$ cat config.mk
export PLATFORM = sky130hd
export DESIGN_NAME = asr_status
export DESIGN_NICKNAME = d
export VERILOG_FILES = /design/src/pkg/asr_pkg.sv /design/src/hw/asr_status.sv /design/src/hw/asr_sticky.sv
export SDC_FILE = /design/constraint.sdc
export NUM_CORES = 1
export LEC_CHECK = 0
export BUFFER_PORTS_ARGS = -buffer_cell sky130_fd_sc_hd__clkbuf_2
export CORE_MARGIN = 8
export CORE_UTILIZATION = 54
export DETAILED_ROUTE_END_ITERATION = 7
export PLACE_DENSITY = 0.84
export SETUP_SLACK_MARGIN = 0.1
export SYNTH_ARGS = -nofsm -noshare
export SYNTH_HDL_FRONTEND = slang
export SYNTH_SLANG_ARGS = --single-unit
$ cat constraint.sdc
create_clock -name clk_i -period 2.4 [get_ports clk_i]
set_input_delay 0.12 -clock clk_i [delete_from_list [all_inputs] [get_ports clk_i]]
set_output_delay 0.12 -clock clk_i [all_outputs]
set_load 0.05 [all_outputs]
$ cat src/pkg/asr_pkg.sv
// constants and carrier types for the audio event status logic
package asr_pkg;

  localparam int          ASR_DMA_CH        = 6;
  localparam int          ASR_ADDR_W        = 8;

  // memory window offsets
  localparam logic [7:0]  ASR_OFS_STAT_RC   = 8'h10;
  localparam logic [7:0]  ASR_OFS_STAT_MIR  = 8'h12;
  localparam logic [7:0]  ASR_OFS_TRAP      = 8'h14;

  // second-level status layout
  localparam int          ASR_SL_TRAP       = 0;
  localparam int          ASR_SL_CODEC      = 1;
  localparam int          ASR_SL_DMA_LSB    = 2;
  localparam int          ASR_SL_W          = 16;
  localparam logic [15:0] ASR_SL_RESET      = 16'h0000;

  // trap status layout
  localparam int          ASR_TR_EVEN_MSB   = 31;
  localparam int          ASR_TR_EVEN_LSB   = 24;
  localparam int          ASR_TR_ODD_MSB    = 23;
  localparam int          ASR_TR_ODD_LSB    = 16;
  localparam int          ASR_TR_A1         = 15;
  localparam int          ASR_TR_DIR        = 14;
  localparam int          ASR_TR_FAST_SND   = 13;
  localparam int          ASR_TR_DMA        = 12;
  localparam int          ASR_TR_MIDI       = 11;
  localparam int          ASR_TR_SND        = 10;
  localparam int          ASR_TR_XADDR_MSB  = 9;
  localparam logic [31:0] ASR_TR_RESET      = 32'h0000_0000;
  localparam logic [7:0]  ASR_BYTE_ZERO     = 8'h00;
  localparam logic [31:0] ASR_WORD_ZERO     = 32'h0000_0000;

  // which trap a trapped access hit
  typedef enum logic [1:0] {
    ASR_TRAP_DMA   = 2'b00,
    ASR_TRAP_MIDI  = 2'b01,
    ASR_TRAP_SYNTH = 2'b11
  } asr_trap_kind_t;

  typedef struct packed {
    logic [ASR_DMA_CH-1:0] enable;
    logic [ASR_DMA_CH-1:0] page_end;
  } asr_dma_t;

  typedef struct packed {
    logic                  valid;
    asr_trap_kind_t        kind;
    logic                  write;
    logic                  fast;
    logic                  address_bit_zero;
    logic                  address_bit_one;
    logic [9:0]            xbus_addr;
    logic [7:0]            data;
  } asr_trap_t;

  typedef struct packed {
    logic                  rd;
    logic [ASR_ADDR_W-1:0] addr;
  } asr_mem_req_t;

endpackage : asr_pkg

$ cat src/hw/asr_status.sv
// second- and third-level audio event status with read-clear and mirror
`timescale 1ns/1ps
module asr_status (
  input  wire logic                clk_i,
  input  wire logic                rst_i,
  input  wire asr_pkg::asr_mem_req_t mem_i,
  output logic [31:0]              mem_rdata_o,
  output logic                     mem_rvalid_o,
  input  wire asr_pkg::asr_dma_t   dma_i,
  input  wire logic                codec_serial_irq_i,
  input  wire logic                codec_serial_irq_en_i,
  input  wire logic                codec_gpio_irq_i,
  input  wire logic                codec_gpio_irq_en_i,
  input  wire logic                fast_write_en_i,
  input  wire asr_pkg::asr_trap_t  trap_i,
  output logic                     top_status_o,
  output logic                     smi_req_o,
  output logic [15:0]              status_o
);

  localparam int NCH = asr_pkg::ASR_DMA_CH;

  logic [NCH-1:0]  page_end_r;
  logic [NCH-1:0]  dma_set;
  logic [15:0]     sl_q;
  logic [15:0]     sl_view;
  logic [31:0]     trap_r;
  logic            rd_rc;
  logic            rd_mir;
  logic            rd_trap;
  logic            codec_set;
  logic            fast_wr;
  logic            fast_even;
  logic            fast_odd;
  logic            trap_event;
  logic            plain_wr;
  logic [3:0]      flag_set;
  logic [3:0]      flag_q;
  logic            any_flag;

  // address decode of the memory window
  function automatic logic hit(input asr_pkg::asr_mem_req_t m, input logic [7:0] ofs);
    hit = m.rd & (m.addr == ofs);
  endfunction : hit

  always_comb begin
    rd_rc   = hit(mem_i, asr_pkg::ASR_OFS_STAT_RC);
    rd_mir  = hit(mem_i, asr_pkg::ASR_OFS_STAT_MIR);
    rd_trap = hit(mem_i, asr_pkg::ASR_OFS_TRAP);
  end

  // page end edge detect per channel
  always_ff @(posedge clk_i) begin
    if (rst_i) begin
      page_end_r <= '0;
    end else begin
      page_end_r <= dma_i.page_end;
    end
  end

  // only the rising edge counts so a standing flag does not re-arm
  always_comb begin
    dma_set = dma_i.enable & dma_i.page_end & ~page_end_r;
  end

  always_comb begin
    codec_set = (codec_serial_irq_i & codec_serial_irq_en_i) |
                (codec_gpio_irq_i & codec_gpio_irq_en_i);
  end

  // trapped access classification
  always_comb begin
    fast_wr    = trap_i.valid & trap_i.write & trap_i.fast & fast_write_en_i;
    fast_even  = fast_wr & ~trap_i.address_bit_zero;
    fast_odd   = fast_wr & trap_i.address_bit_zero;
    plain_wr   = trap_i.valid & trap_i.write & ~fast_wr;
    trap_event = trap_i.valid & ~fast_even;
  end

  // third-level flag sets: [3]=fast synth, [2]=dma, [1]=midi, [0]=synth
  always_comb begin
    flag_set = 4'h0;
    if (trap_event) begin
      if (fast_odd) begin
        flag_set[3] = 1'b1;
      end else begin
        case (trap_i.kind)
          asr_pkg::ASR_TRAP_DMA:   flag_set[2] = 1'b1;
          asr_pkg::ASR_TRAP_MIDI:  flag_set[1] = 1'b1;
          asr_pkg::ASR_TRAP_SYNTH: begin
            if (fast_write_en_i) begin
              flag_set[3] = 1'b1;
            end else begin
              flag_set[0] = 1'b1;
            end
          end
          default:                 flag_set = 4'h0;
        endcase
      end
    end
  end

  // trap flags, cleared by reading the trap register
  genvar gf;
  generate
    for (gf = 0; gf < 4; gf++) begin : g_flag
      asr_sticky u_flag (
        .clk_i  (clk_i),
        .rst_i  (rst_i),
        .set_i  (flag_set[gf]),
        .clr_i  (rd_trap),
        .hold_i (1'b0),
        .q_o    (flag_q[gf])
      );
    end
  endgenerate

  always_comb begin
    any_flag = |flag_q;
  end

  // capture fields; they survive the trap read
  always_ff @(posedge clk_i) begin
    if (rst_i) begin
      trap_r <= asr_pkg::ASR_TR_RESET;
    end else if (trap_i.valid) begin
      if (fast_even) begin
        trap_r[asr_pkg::ASR_TR_EVEN_MSB:asr_pkg::ASR_TR_EVEN_LSB] <= trap_i.data;
      end
      if (fast_odd | plain_wr) begin
        trap_r[asr_pkg::ASR_TR_ODD_MSB:asr_pkg::ASR_TR_ODD_LSB] <= trap_i.data;
      end
      if (fast_wr) begin
        trap_r[asr_pkg::ASR_TR_A1] <= trap_i.address_bit_one;
      end
      trap_r[asr_pkg::ASR_TR_DIR] <= trap_i.write;
      trap_r[asr_pkg::ASR_TR_XADDR_MSB:0] <= trap_i.xbus_addr;
    end
  end

  // second-level flags
  asr_sticky u_sl_trap (
    .clk_i  (clk_i),
    .rst_i  (rst_i),
    .set_i  (trap_event),
    .clr_i  (rd_rc),
    .hold_i (any_flag),
    .q_o    (sl_q[asr_pkg::ASR_SL_TRAP])
  );

  asr_sticky u_sl_codec (
    .clk_i  (clk_i),
    .rst_i  (rst_i),
    .set_i  (codec_set),
    .clr_i  (rd_rc),
    .hold_i (1'b0),
    .q_o    (sl_q[asr_pkg::ASR_SL_CODEC])
  );

  genvar gc;
  generate
    for (gc = 0; gc < NCH; gc++) begin : g_dma
      asr_sticky u_sl_dma (
        .clk_i  (clk_i),
        .rst_i  (rst_i),
        .set_i  (dma_set[gc]),
        .clr_i  (rd_rc),
        .hold_i (dma_i.page_end[gc]),
        .q_o    (sl_q[asr_pkg::ASR_SL_DMA_LSB + gc])
      );
    end
  endgenerate

  // reserved upper byte is never stored
  assign sl_q[asr_pkg::ASR_SL_W-1:asr_pkg::ASR_SL_DMA_LSB+NCH] = '0;

  // trap bit also shows any standing third-level flag
  always_comb begin
    sl_view = sl_q;
    sl_view[asr_pkg::ASR_SL_TRAP] = sl_q[asr_pkg::ASR_SL_TRAP] | any_flag;
  end

  // read data; the 10h read clears second-level flags and the 14h read clears trap flags
  always_ff @(posedge clk_i) begin
    if (rst_i) begin
      mem_rdata_o  <= asr_pkg::ASR_WORD_ZERO;
      mem_rvalid_o <= 1'b0;
    end else begin
      mem_rvalid_o <= mem_i.rd;
      if (rd_rc | rd_mir) begin
        mem_rdata_o <= {16'h0000, sl_view};
      end else if (rd_trap) begin
        mem_rdata_o <= {trap_r[asr_pkg::ASR_TR_EVEN_MSB:asr_pkg::ASR_TR_DIR], flag_q,
                        trap_r[asr_pkg::ASR_TR_XADDR_MSB:0]};
      end else if (mem_i.rd) begin
        mem_rdata_o <= asr_pkg::ASR_WORD_ZERO;
      end
    end
  end

  // summary outputs lag the status by one cycle to stay registered
  always_ff @(posedge clk_i) begin
    if (rst_i) begin
      top_status_o <= 1'b0;
      smi_req_o    <= 1'b0;
      status_o     <= asr_pkg::ASR_SL_RESET;
    end else begin
      top_status_o <= |sl_view;
      smi_req_o    <= |sl_view;
      status_o     <= sl_view;
    end
  end

endmodule : asr_status

$ cat src/hw/asr_sticky.sv
// one sticky status flag: set wins over clear, clear held off by a source level
`timescale 1ns/1ps
module asr_sticky (
  input  wire logic clk_i,
  input  wire logic rst_i,
  input  wire logic set_i,
  input  wire logic clr_i,
  input  wire logic hold_i,
  output logic      q_o
);

  logic q_nxt;

  // a source level still present blocks the clear
  always_comb begin
    q_nxt = set_i | (q_o & ~(clr_i & ~hold_i));
  end

  always_ff @(posedge clk_i) begin
    if (rst_i) begin
      q_o <= 1'b0;
    end else begin
      q_o <= q_nxt;
    end
  end

endmodule : asr_sticky

==> results_dict.tcl, run 1 <==
set metrics [dict create \
    status "finished clean" \
    synthTopCellsByArea "dfxtp_1 (53%), mux2i_1 (5.7%), a22o_1 (4.2%), nor2b_1 (4.1%), nand2_1 (3.0%)" \
    cts_tree "yes" \
    crit_fanout 16 \
    syn_area_um2 3328 \
    power_w 0.002781 \
    finalCriticalPeriod_ns 1.418 \
    antenna_left 0 \
    synth_edf_count 0 \
    crit_chain "clkbuf_2 > nor2b_1 > and3_1 > a22o_1" \
    grt_use_total_pct 17.70 \
    ir_worst_vdd_v 0.0004091 \
    setup_violations 0 \
    die_h_um 94.51 \
    area_growth_pct 18.99 \
    clock_path_buffers 2 \
    critPathLaunchType "input pin" \
    grt_setup_unrepaired "no" \
    pin_count 104 \
    slew_headroom_pct 47.09 \
    multi_input_area_um2 1363 \
    cap_violations 0 \
    synth_cell_type_count 38 \
    crit_buf_inv 1 \
    grt_pass1_wl_mm 12.65 \
    initialDrtViolationCount 149 \
    post_drt_wl_per_cell_um 15.88 \
    powerDensity_nw_per_um2 702.3 \
    critPathTopFamily "simple AND/OR/NAND/NOR gates" \
    cts-htree-levels 3 \
    swShare_pct 24.95 \
    clock-sinks 88 \
    skew_ns 0.003175 \
    cp_slowest_stage_delay_ns 0.63 \
    ys_seq_area_share_pct 52.93 \
    internal_power_w 0.002087 \
    gr-total-overflow 0 \
    first_pass_iters 5 \
    io_buffers 95 \
    drc_errors 0 \
    start_util_pct 55.88 \
    finalHoldViolCount 0 \
    setup_tns_ns 0 \
    worst_pin_slew_ns 0.7919 \
    maxSlewViolCount 0 \
    combPwrFrac_pct 10.4 \
    grt_pass1_vias 2661 \
    fillCellCount 503 \
    yosysTopAreaCell "dfxtp_1" \
    p_leak_nw 1.708 \
    netlist_instances 337 \
    fmax_mhz 705.0 \
    drive_gt1_share_pct 27.40 \
    worstSetupPathType "in2reg" \
    routed_wl_mm 7.971 \
    end_kind "register" \
    power.switching_w 0.0006938 \
    avgSynthCellArea_um2 9.876 \
    synth_top_area_share_pct 52.93 \
    cts-root-buf "clkbuf_8" \
    synth_most_common_cell "dfxtp_1" \
    dp_hpwl_mm 5.991 \
    cp.required_ns 2.67 \
    clock_latency_ns 0.34 \
    core_area_um2 5956 \
    rows 28 \
    synth_seq_cells 88 \
    synthArstFlopShare_pct 0 \
    ys.flop_type "dfxtp_1" \
    yosysWarningCount 0 \
    antenna_found_initial 0 \
    seqPwrFrac_pct 55.3 \
    fin_crit_sh_pct 59.10 \
    cts_buffers 9 \
    hold_class "in2reg" \
    place_congestion 0.8451 \
    worst_ep_arrival_time_ns 1.69 \
    die_area_um2 8931 \
    cts.clk_slew.worst_paths_ns 0.08 \
    vias 2742 \
    grt_max_degree 46 \
    pwr-share-clk_pct 34.2 \
    dieWidth_um 94.51 \
    cpMaxStageDelayCell "and3_1" \
    drt-vias-per-instance 5.462 \
    seqCellArea_um2 1762 \
    synth_commonest_cells "dfxtp_1 (88), nand2_1 (27), nor2b_1 (22), mux2i_1 (19)" \
    insertedDiodeCount 0 \
    num-nets-final 475 \
]
power by group through the flow:
stage                     sequential, W  clock (W)  combinational [W]
after floorplan                 0.00160          0           0.000173
after global placement          0.00157          0           0.000282
after CTS                       0.00154   0.000961           0.000288
final                           0.00154   0.000952           0.000290
after detailed placement        0.00157          0           0.000287
after global routing            0.00154    0.00102           0.000314
cell type report:
type / instances / share of cell area [%]
clock buffer: 13 / 3.507
clock inverter: 3 / 1.074
inverter: 12 / 1.137
multi-input combinational: 211 / 34.41
sequential: 88 / 44.49
tap: 75 / 2.370
timing repair buffer: 100 / 13.02
registers in the layout, indices dropped and copies added (netlist names), 4 cells and up:
signal,count
mem_rdata_o,32
page_end_r,6
status_o,8
g_dma.u_sl_dma.q_o,6
trap_r,28
g_flag.u_flag.q_o,4
what timing repair did:
action,in CTS,in global routing
gates resized for setup,0,0
hold buffers,0,1
hold endpoints to repair,0,1
setup buffers,0,0
worst paths after layout:
path | from | end | slack, ns | cells after the start
hold reg to reg | mem_rdata_o[6] | mem_rdata_o[6] | 0.46 | 2
setup / recovery | rst_i | mem_rdata_o[31] | 0.98 | 4
setup reg to reg | g_flag[3].u_flag.q_o | smi_req_o | 0.98 | 3
hold / removal | dma_i[2] | page_end_r[2] | 0.002 | 2
per-layer routing:
| layer | up-vias | wire length, um | global-route usage, % |
|---|---|---|---|
| met5 | - | 0 | 0 |
| met4 | 0 | 114 | 7.412 |
| met3 | 11 | 558 | 4.524 |
| met2 | 91 | 3917 | 29.32 |
| met1 | 1284 | 3380 | 21.35 |
| li1 | 1356 | - | - |
cells in the final DEF (no fill, tap or decap), types with 2 or more instances in the layout:
cell / instances
clkbuf_8: 9
o21ai_0: 14
conb_1: 8
nor3b_1: 2
nand3_1: 17
a21oi_1: 17
nand4_1: 16
o32ai_1: 8
nor4_1: 2
clkbuf_2: 95
o31ai_1: 6
buf_4: 4
nor4b_4: 2
clkbuf_1: 4
a22o_1: 16
or4b_1: 2
mux2i_1: 19
nor2b_1: 22
nor2_1: 15
a31oi_1: 2
nand2_1: 27
nor3_1: 2
dfxtp_1: 88
inv_1: 11
a32o_1: 3
stage by stage:
stage	area [um^2]	cells	hold slack [ns]	setup slack, ns	util [%]
2_1_floorplan	3354	344	0.2458	1.106	-
3_3_place_gp	3769	485	0.3444	0.8093	63.28
3_5_place_dp	3769	485	0.3584	0.7367	63.28
4_1_cts	3950	501	0.0003693	0.9885	66.32
5_1_grt	3960	502	0.01059	0.8925	66.49
6_report	3960	502	0.002416	0.9816	66.49
cells by family after synthesis:
logic type | after synthesis | synth area share, %
DFF | 88 | 52.93
AOI/OAI and AO/OA | 71 | 15.30
buffers and inverters | 45 | 6.917
muxes | 19 | 5.714
and+or+nand+nor | 113 | 19.02
other | 1 | 0.1127
Power figures use the tool's default switching activity.
==> run 2, diff against run 1 <==
--- a/config.mk
+++ b/config.mk
@@ -7,9 +7,9 @@
 export LEC_CHECK = 0
 export BUFFER_PORTS_ARGS = -buffer_cell sky130_fd_sc_hd__clkbuf_2
 export CORE_MARGIN = 8
-export CORE_UTILIZATION = 54
+export CORE_UTILIZATION = 50
 export DETAILED_ROUTE_END_ITERATION = 7
-export PLACE_DENSITY = 0.84
+export PLACE_DENSITY = 0.78
 export SETUP_SLACK_MARGIN = 0.1
 export SYNTH_ARGS = -nofsm -noshare
 export SYNTH_HDL_FRONTEND = slang
==> constraint.sdc (replaced) <==
create_clock -name clk_i -period 1.38 [get_ports clk_i]
set_input_delay 0.069 -clock clk_i [delete_from_list [all_inputs] [get_ports clk_i]]
set_output_delay 0.069 -clock clk_i [all_outputs]
set_load 0.05 [all_outputs]
==> run 2 against run 1 <==
  * Cell area rose by 11%
  * Critical endpoint is now mem_rdata_o[0]
  * Clock skew grew 0.0047 ns
  * Via count rose by 8.6%
  * Sequential share of layout area down 4.6 points
  * Wire length grew 11%
  * Hold slack gained 0.0063 ns
==> results_dict.tcl, run 2 (synthesized netlist as in run 1, its figures left out) <==
set metrics [dict create \
    fillCellCount 501 \
    cap_violations 0 \
    die_h_um 97.59 \
    worstReg2RegEnd "mem_rdata_o[0]" \
    core_area_um2 6386 \
    status "finished clean" \
    crit_chain "or4_4 > nor2_1 > o211ai_1" \
    mostFrequentLayoutCells "clkbuf_2 (95), dfxtp_1 (88), nand2_1 (27), dlygate4sd3_1 (26), buf_4 (23)" \
    cts-root-buf "clkbuf_8" \
    grt_use_total_pct 18.47 \
    cp_slowest_stage_delay_ns 0.55 \
    drc_errors 0 \
    critPathTopFamily "simple AND/OR/NAND/NOR gates" \
    min_from "codec_gpio_irq_i" \
    cts_buffers 9 \
    clock-sinks 88 \
    cpMaxStageDelayCell "or4_4" \
    pin_count 104 \
    cts-htree-levels 3 \
    cp.depth 3 \
    place_inst 507 \
    clock_latency_ns 0.35 \
    final_cell_area_um2 4413 \
    worst_ep_arrival_time_ns 1.55 \
    first_pass_iters 4 \
    crit_fanout 3 \
    dp_hpwl_mm 6.403 \
    grt_pass1_wl_mm 14.72 \
    power_w 0.005057 \
    area_growth_pct 32.59 \
    rr_worst_depth 3 \
    r2r_slack_ns 0.07 \
    die_area_um2 9523 \
    powerDensity_nw_per_um2 1146 \
    cp.required_ns 1.61 \
    io_buffers 95 \
    largest_reg_flops 32 \
    critPathLaunchType "register" \
    dieWidth_um 97.59 \
    fmax_mhz 760.6 \
    grt_setup_unrepaired "yes" \
    crit_buf_inv 0 \
    reg.largest.list "mem_rdata_o: 32 flops, trap_r: 28 flops, status_o: 8 flops" \
    min_path_cells 3 \
    maxSlewViolCount 0 \
    grt_max_degree 26 \
    routed_wl_mm 8.858 \
    p_leak_nw 1.933 \
    initialDrtViolationCount 154 \
    hold-path-endpoint "u_sl_codec.q_o" \
    finalCriticalPeriod_ns 1.315 \
    worstSetupPathType "reg2reg" \
    end_kind "register" \
    r2r-start "g_flag[2].u_flag.q_o" \
    hold_class "in2reg" \
    final_cells 550 \
    gr-total-overflow 0 \
    placed_area_um2 3934 \
    skew_ns 0.007917 \
    finalHoldViolCount 0 \
    drt-vias-per-instance 5.416 \
    ir_worst_vdd_v 0.0007480 \
    fin_hold_ws_ns 0.008685 \
    drive_gt1_share_pct 30.08 \
    max_flop_register "mem_rdata_o" \
    cts_tree "yes" \
    rows 29 \
    setup_violations 0 \
    clock_path_buffers 2 \
    fin_crit_sh_pct 95.27 \
    grt_pass1_vias 2994 \
    num-nets-final 520 \
    place_congestion 0.8545 \
    post_drt_wl_per_cell_um 16.11 \
    cts.clk_slew.worst_paths_ns 0.09 \
    post-route-util_pct 69.10 \
    antenna_left 0 \
    final_common_cell "clkbuf_2" \
    vias 2979 \
    antenna_found_initial 0 \
    start_util_pct 52.12 \
]
run 2: timing repair:
item	CTS	global route
resized for setup	1	2
setup endpoints to repair	4	5
hold buffers	27	0
buffers inserted	0	0
endpoints found under the hold margin	37	0
pin swaps	0	1
run 2: metrics by stage:
stage | setup slack (ns) | TNS, ns
detailed placement | -0.06802 | -0.09042
global placement | -0.02621 | -0.02621
finish | 0.06526 | 0
floorplan | 0.1277 | 0
CTS | 0.08749 | 0
global route | 0.02258 | 0
run 2: where the power goes:
| group | switching (W) | internal [W] | leakage, nW | total (W) |
|---|---|---|---|---|
| combinational | 0.000364 | 0.000251 | 1.12 | 0.000615 |
| sequential | 0.0000528 | 0.00262 | 0.718 | 0.00268 |
| clock | 0.000881 | 0.000884 | 0.0993 | 0.00177 |
run 2: worst max path at each step:
stage | start | end | slack, ns
floorplan | g_flag[3].u_flag.q_o | u_sl_trap.q_o | 0.13
global placement | mem_i[3] | u_sl_trap.q_o | -0.03
detailed placement | mem_i[3] | u_sl_trap.q_o | -0.07
CTS | g_flag[2].u_flag.q_o | u_sl_trap.q_o | 0.09
global route | g_flag[2].u_flag.q_o | smi_req_o | 0.02
finish | g_flag[2].u_flag.q_o | mem_rdata_o[0] | 0.07
run 2: final cells by class:
cell class | instances | area, um^2 | share of cell area (%)
multi-input combinational | 211 | 1381 | 31.30
clock buffer | 11 | 141.4 | 3.204
sequential | 88 | 1762 | 39.92
antenna | 1 | 2.502 | 0.05671
tap | 77 | 96.34 | 2.183
inverter | 12 | 45.04 | 1.021
timing repair buffer | 145 | 928.4 | 21.04
clock inverter | 5 | 56.30 | 1.276
run 2: per-layer routing:
metal  track usage [%]  vias up  part of all wire [%]
li1                  -     1451                     -
met1             22.20     1403                    43
met2             29.49      108                    48
met3             4.339       17                   6.4
met4             10.49        0                   2.7
met5                 0        -                     0
run 2: tightest hold or removal path, delay by kind of cell:
| kind | cells | cell delay, ns |
|---|---|---|
| AO/OA/AOI/OAI | 2 | 0.18 |
| buffers and inverters | 1 | 0.08 |
==> run 3, diff against run 2 <==
--- a/config.mk
+++ b/config.mk
@@ -7,9 +7,9 @@
 export LEC_CHECK = 0
 export BUFFER_PORTS_ARGS = -buffer_cell sky130_fd_sc_hd__clkbuf_2
 export CORE_MARGIN = 8
-export CORE_UTILIZATION = 50
+export CORE_UTILIZATION = 45
 export DETAILED_ROUTE_END_ITERATION = 7
-export PLACE_DENSITY = 0.78
+export PLACE_DENSITY = 0.72
 export SETUP_SLACK_MARGIN = 0.1
 export SYNTH_ARGS = -nofsm -noshare
 export SYNTH_HDL_FRONTEND = slang
==> run 3 against run 2 <==
  * Critical path depth is the same
  * Core utilization shrank 7.3 points
  * Setup slack better by 0.042 ns
  * Sequential share of layout area fell by 0.38 points
  * Fmax rose by 3.3%
  * Non-clock buffer count is 5 higher
  * First-iteration DRC count shrank 20%
  * Cell area grew 0.96%
==> results_dict.tcl, run 3 (synthesized netlist as in run 1, its figures left out) <==
set metrics [dict create \
    antenna_found_initial 1 \
    grt_setup_unrepaired "yes" \
    setup_violations 0 \
    die_area_um2 10400 \
    first_pass_iters 4 \
    multi_input_area_um2 1369 \
    cts_tree "yes" \
    rr_worst_depth 3 \
    cts.clk_slew.worst_paths_ns 0.08 \
    grt_max_degree 26 \
    largest_reg_flops 32 \
    cts_setup_buffers 0 \
    grt_use_total_pct 17.05 \
    place_congestion 0.8633 \
    seqCellArea_um2 1762 \
    drive_gt1_share_pct 30.61 \
    cpMaxStageDelayCell "or4_4" \
    clock_latency_ns 0.34 \
    fmax_mhz 785.6 \
    ir_worst_vdd_v 0.0005662 \
    clock_path_buffers 2 \
    fin_crit_sh_pct 92.23 \
    place_inst 532 \
    status "finished clean" \
    final_cells 577 \
    powerDensity_nw_per_um2 1100 \
    area_growth_pct 33.87 \
    start_util_pct 46.13 \
    min_path_cells 3 \
    crit_fanout 3 \
    reg.largest.list "mem_rdata_o: 32 flops, trap_r: 28 flops, status_o: 8 flops" \
    fillCellCount 643 \
    p_leak_nw 1.943 \
    final_cell_area_um2 4456 \
    finalHoldViolCount 0 \
    fin_hold_ws_ns 0.03374 \
    die_h_um 102 \
    seqPwrFrac_pct 54.6 \
    swShare_pct 25.95 \
    post_drt_wl_per_cell_um 15.07 \
    initialDrtViolationCount 123 \
    pin_count 104 \
    cts_buffers 9 \
    mostFrequentLayoutCells "clkbuf_2 (95), dfxtp_1 (88), dlygate4sd3_1 (28), nand2_1 (27), buf_4 (26)" \
    clock-sinks 88 \
    core_area_um2 7214 \
    cap_violations 0 \
    io_buffers 95 \
    vias 2893 \
    rows 31 \
    final_common_cell "clkbuf_2" \
    maxSlewViolCount 0 \
    cts-root-buf "clkbuf_8" \
    drt-vias-per-instance 5.014 \
    routed_wl_mm 8.696 \
    finalCriticalPeriod_ns 1.273 \
    worst_ep_arrival_time_ns 1.50 \
    power.switching_w 0.001272 \
    max_flop_register "mem_rdata_o" \
    combPwrFrac_pct 12.7 \
    dp_hpwl_mm 6.460 \
    crit_chain "or4_4 > o41ai_2 > a21oi_1" \
    cp.required_ns 1.61 \
    setup_tns_ns 0 \
    placed_area_um2 3984 \
    drc_errors 0 \
    critPathLaunchType "register" \
    internal_power_w 0.003630 \
    end_kind "register" \
    grt_pass1_wl_mm 13.98 \
    skew_ns 0.007085 \
    num-nets-final 525 \
    worstSetupPathType "reg2reg" \
    pwr-share-clk_pct 32.8 \
    cp_slowest_stage_delay_ns 0.53 \
    gr-total-overflow 0 \
    grt_pass1_vias 2919 \
    dieWidth_um 102 \
    cts-htree-levels 3 \
    antenna_left 0 \
    hold_class "in2reg" \
    post-route-util_pct 61.76 \
]
run 3: worst paths after layout:
path	end	from	slack, ns
min	g_dma[5].u_sl_dma.q_o	dma_i[11]	0.03
max reg2reg	u_sl_trap.q_o	g_flag[2].u_flag.q_o	0.11
min reg2reg	mem_rdata_o[6]	mem_rdata_o[6]	0.46
max	u_sl_trap.q_o	g_flag[2].u_flag.q_o	0.11
run 3: timing repair:
| item | 4_1_cts | 5_1_grt |
|---|---|---|
| resized for setup | 1 | 1 |
| hold buffers | 28 | 0 |
| endpoints found under the hold margin | 36 | 0 |
| setup endpoints to repair | 4 | 4 |
| pin swaps | 1 | 0 |
run 3: worst max-delay path: cells and delay by family (launching register included):
family,cells,cell delay [ns]
and+or+nand+nor,1,0.53
DFF,1,0.33
AOI/OAI and AO/OA,2,0.31
run 3: power by group through the flow:
stage / clock network, W / registers (W) / logic, W
after floorplan: 0 / 0.00278 / 0.000301
after global placement: 0 / 0.00273 / 0.000537
after detailed placement: 0 / 0.00273 / 0.000546
after CTS: 0.00166 / 0.00267 / 0.000617
after global routing: 0.00176 / 0.00269 / 0.000673
final: 0.00161 / 0.00267 / 0.000620
run 3: layout make-up:
cell class	instances	area share [%]
multi-input combinational	211	30.72
timing repair buffer	150	21.79
tap	99	2.780
sequential	88	39.54
clock buffer	11	3.398
clock inverter	5	0.7021
inverter	12	1.011
antenna	1	0.05616
run 3: layer usage:
layer	global-route usage [%]	vias up	part of all wire [%]
met2	28.39	73	50
met3	3.610	10	4.9
met5	0	-	0
li1	-	1458	-
met1	20.52	1352	44
met4	7.901	0	1.7
run 3: through the flow:
stage / worst slack, ns / power, W
after floorplan: 0.1277 / 0.003083
after global placement: -0.03107 / 0.003268
after detailed placement: -0.05697 / 0.003280
after CTS: 0.09886 / 0.004950
after global routing: 0.05272 / 0.005115
final: 0.1072 / 0.004902
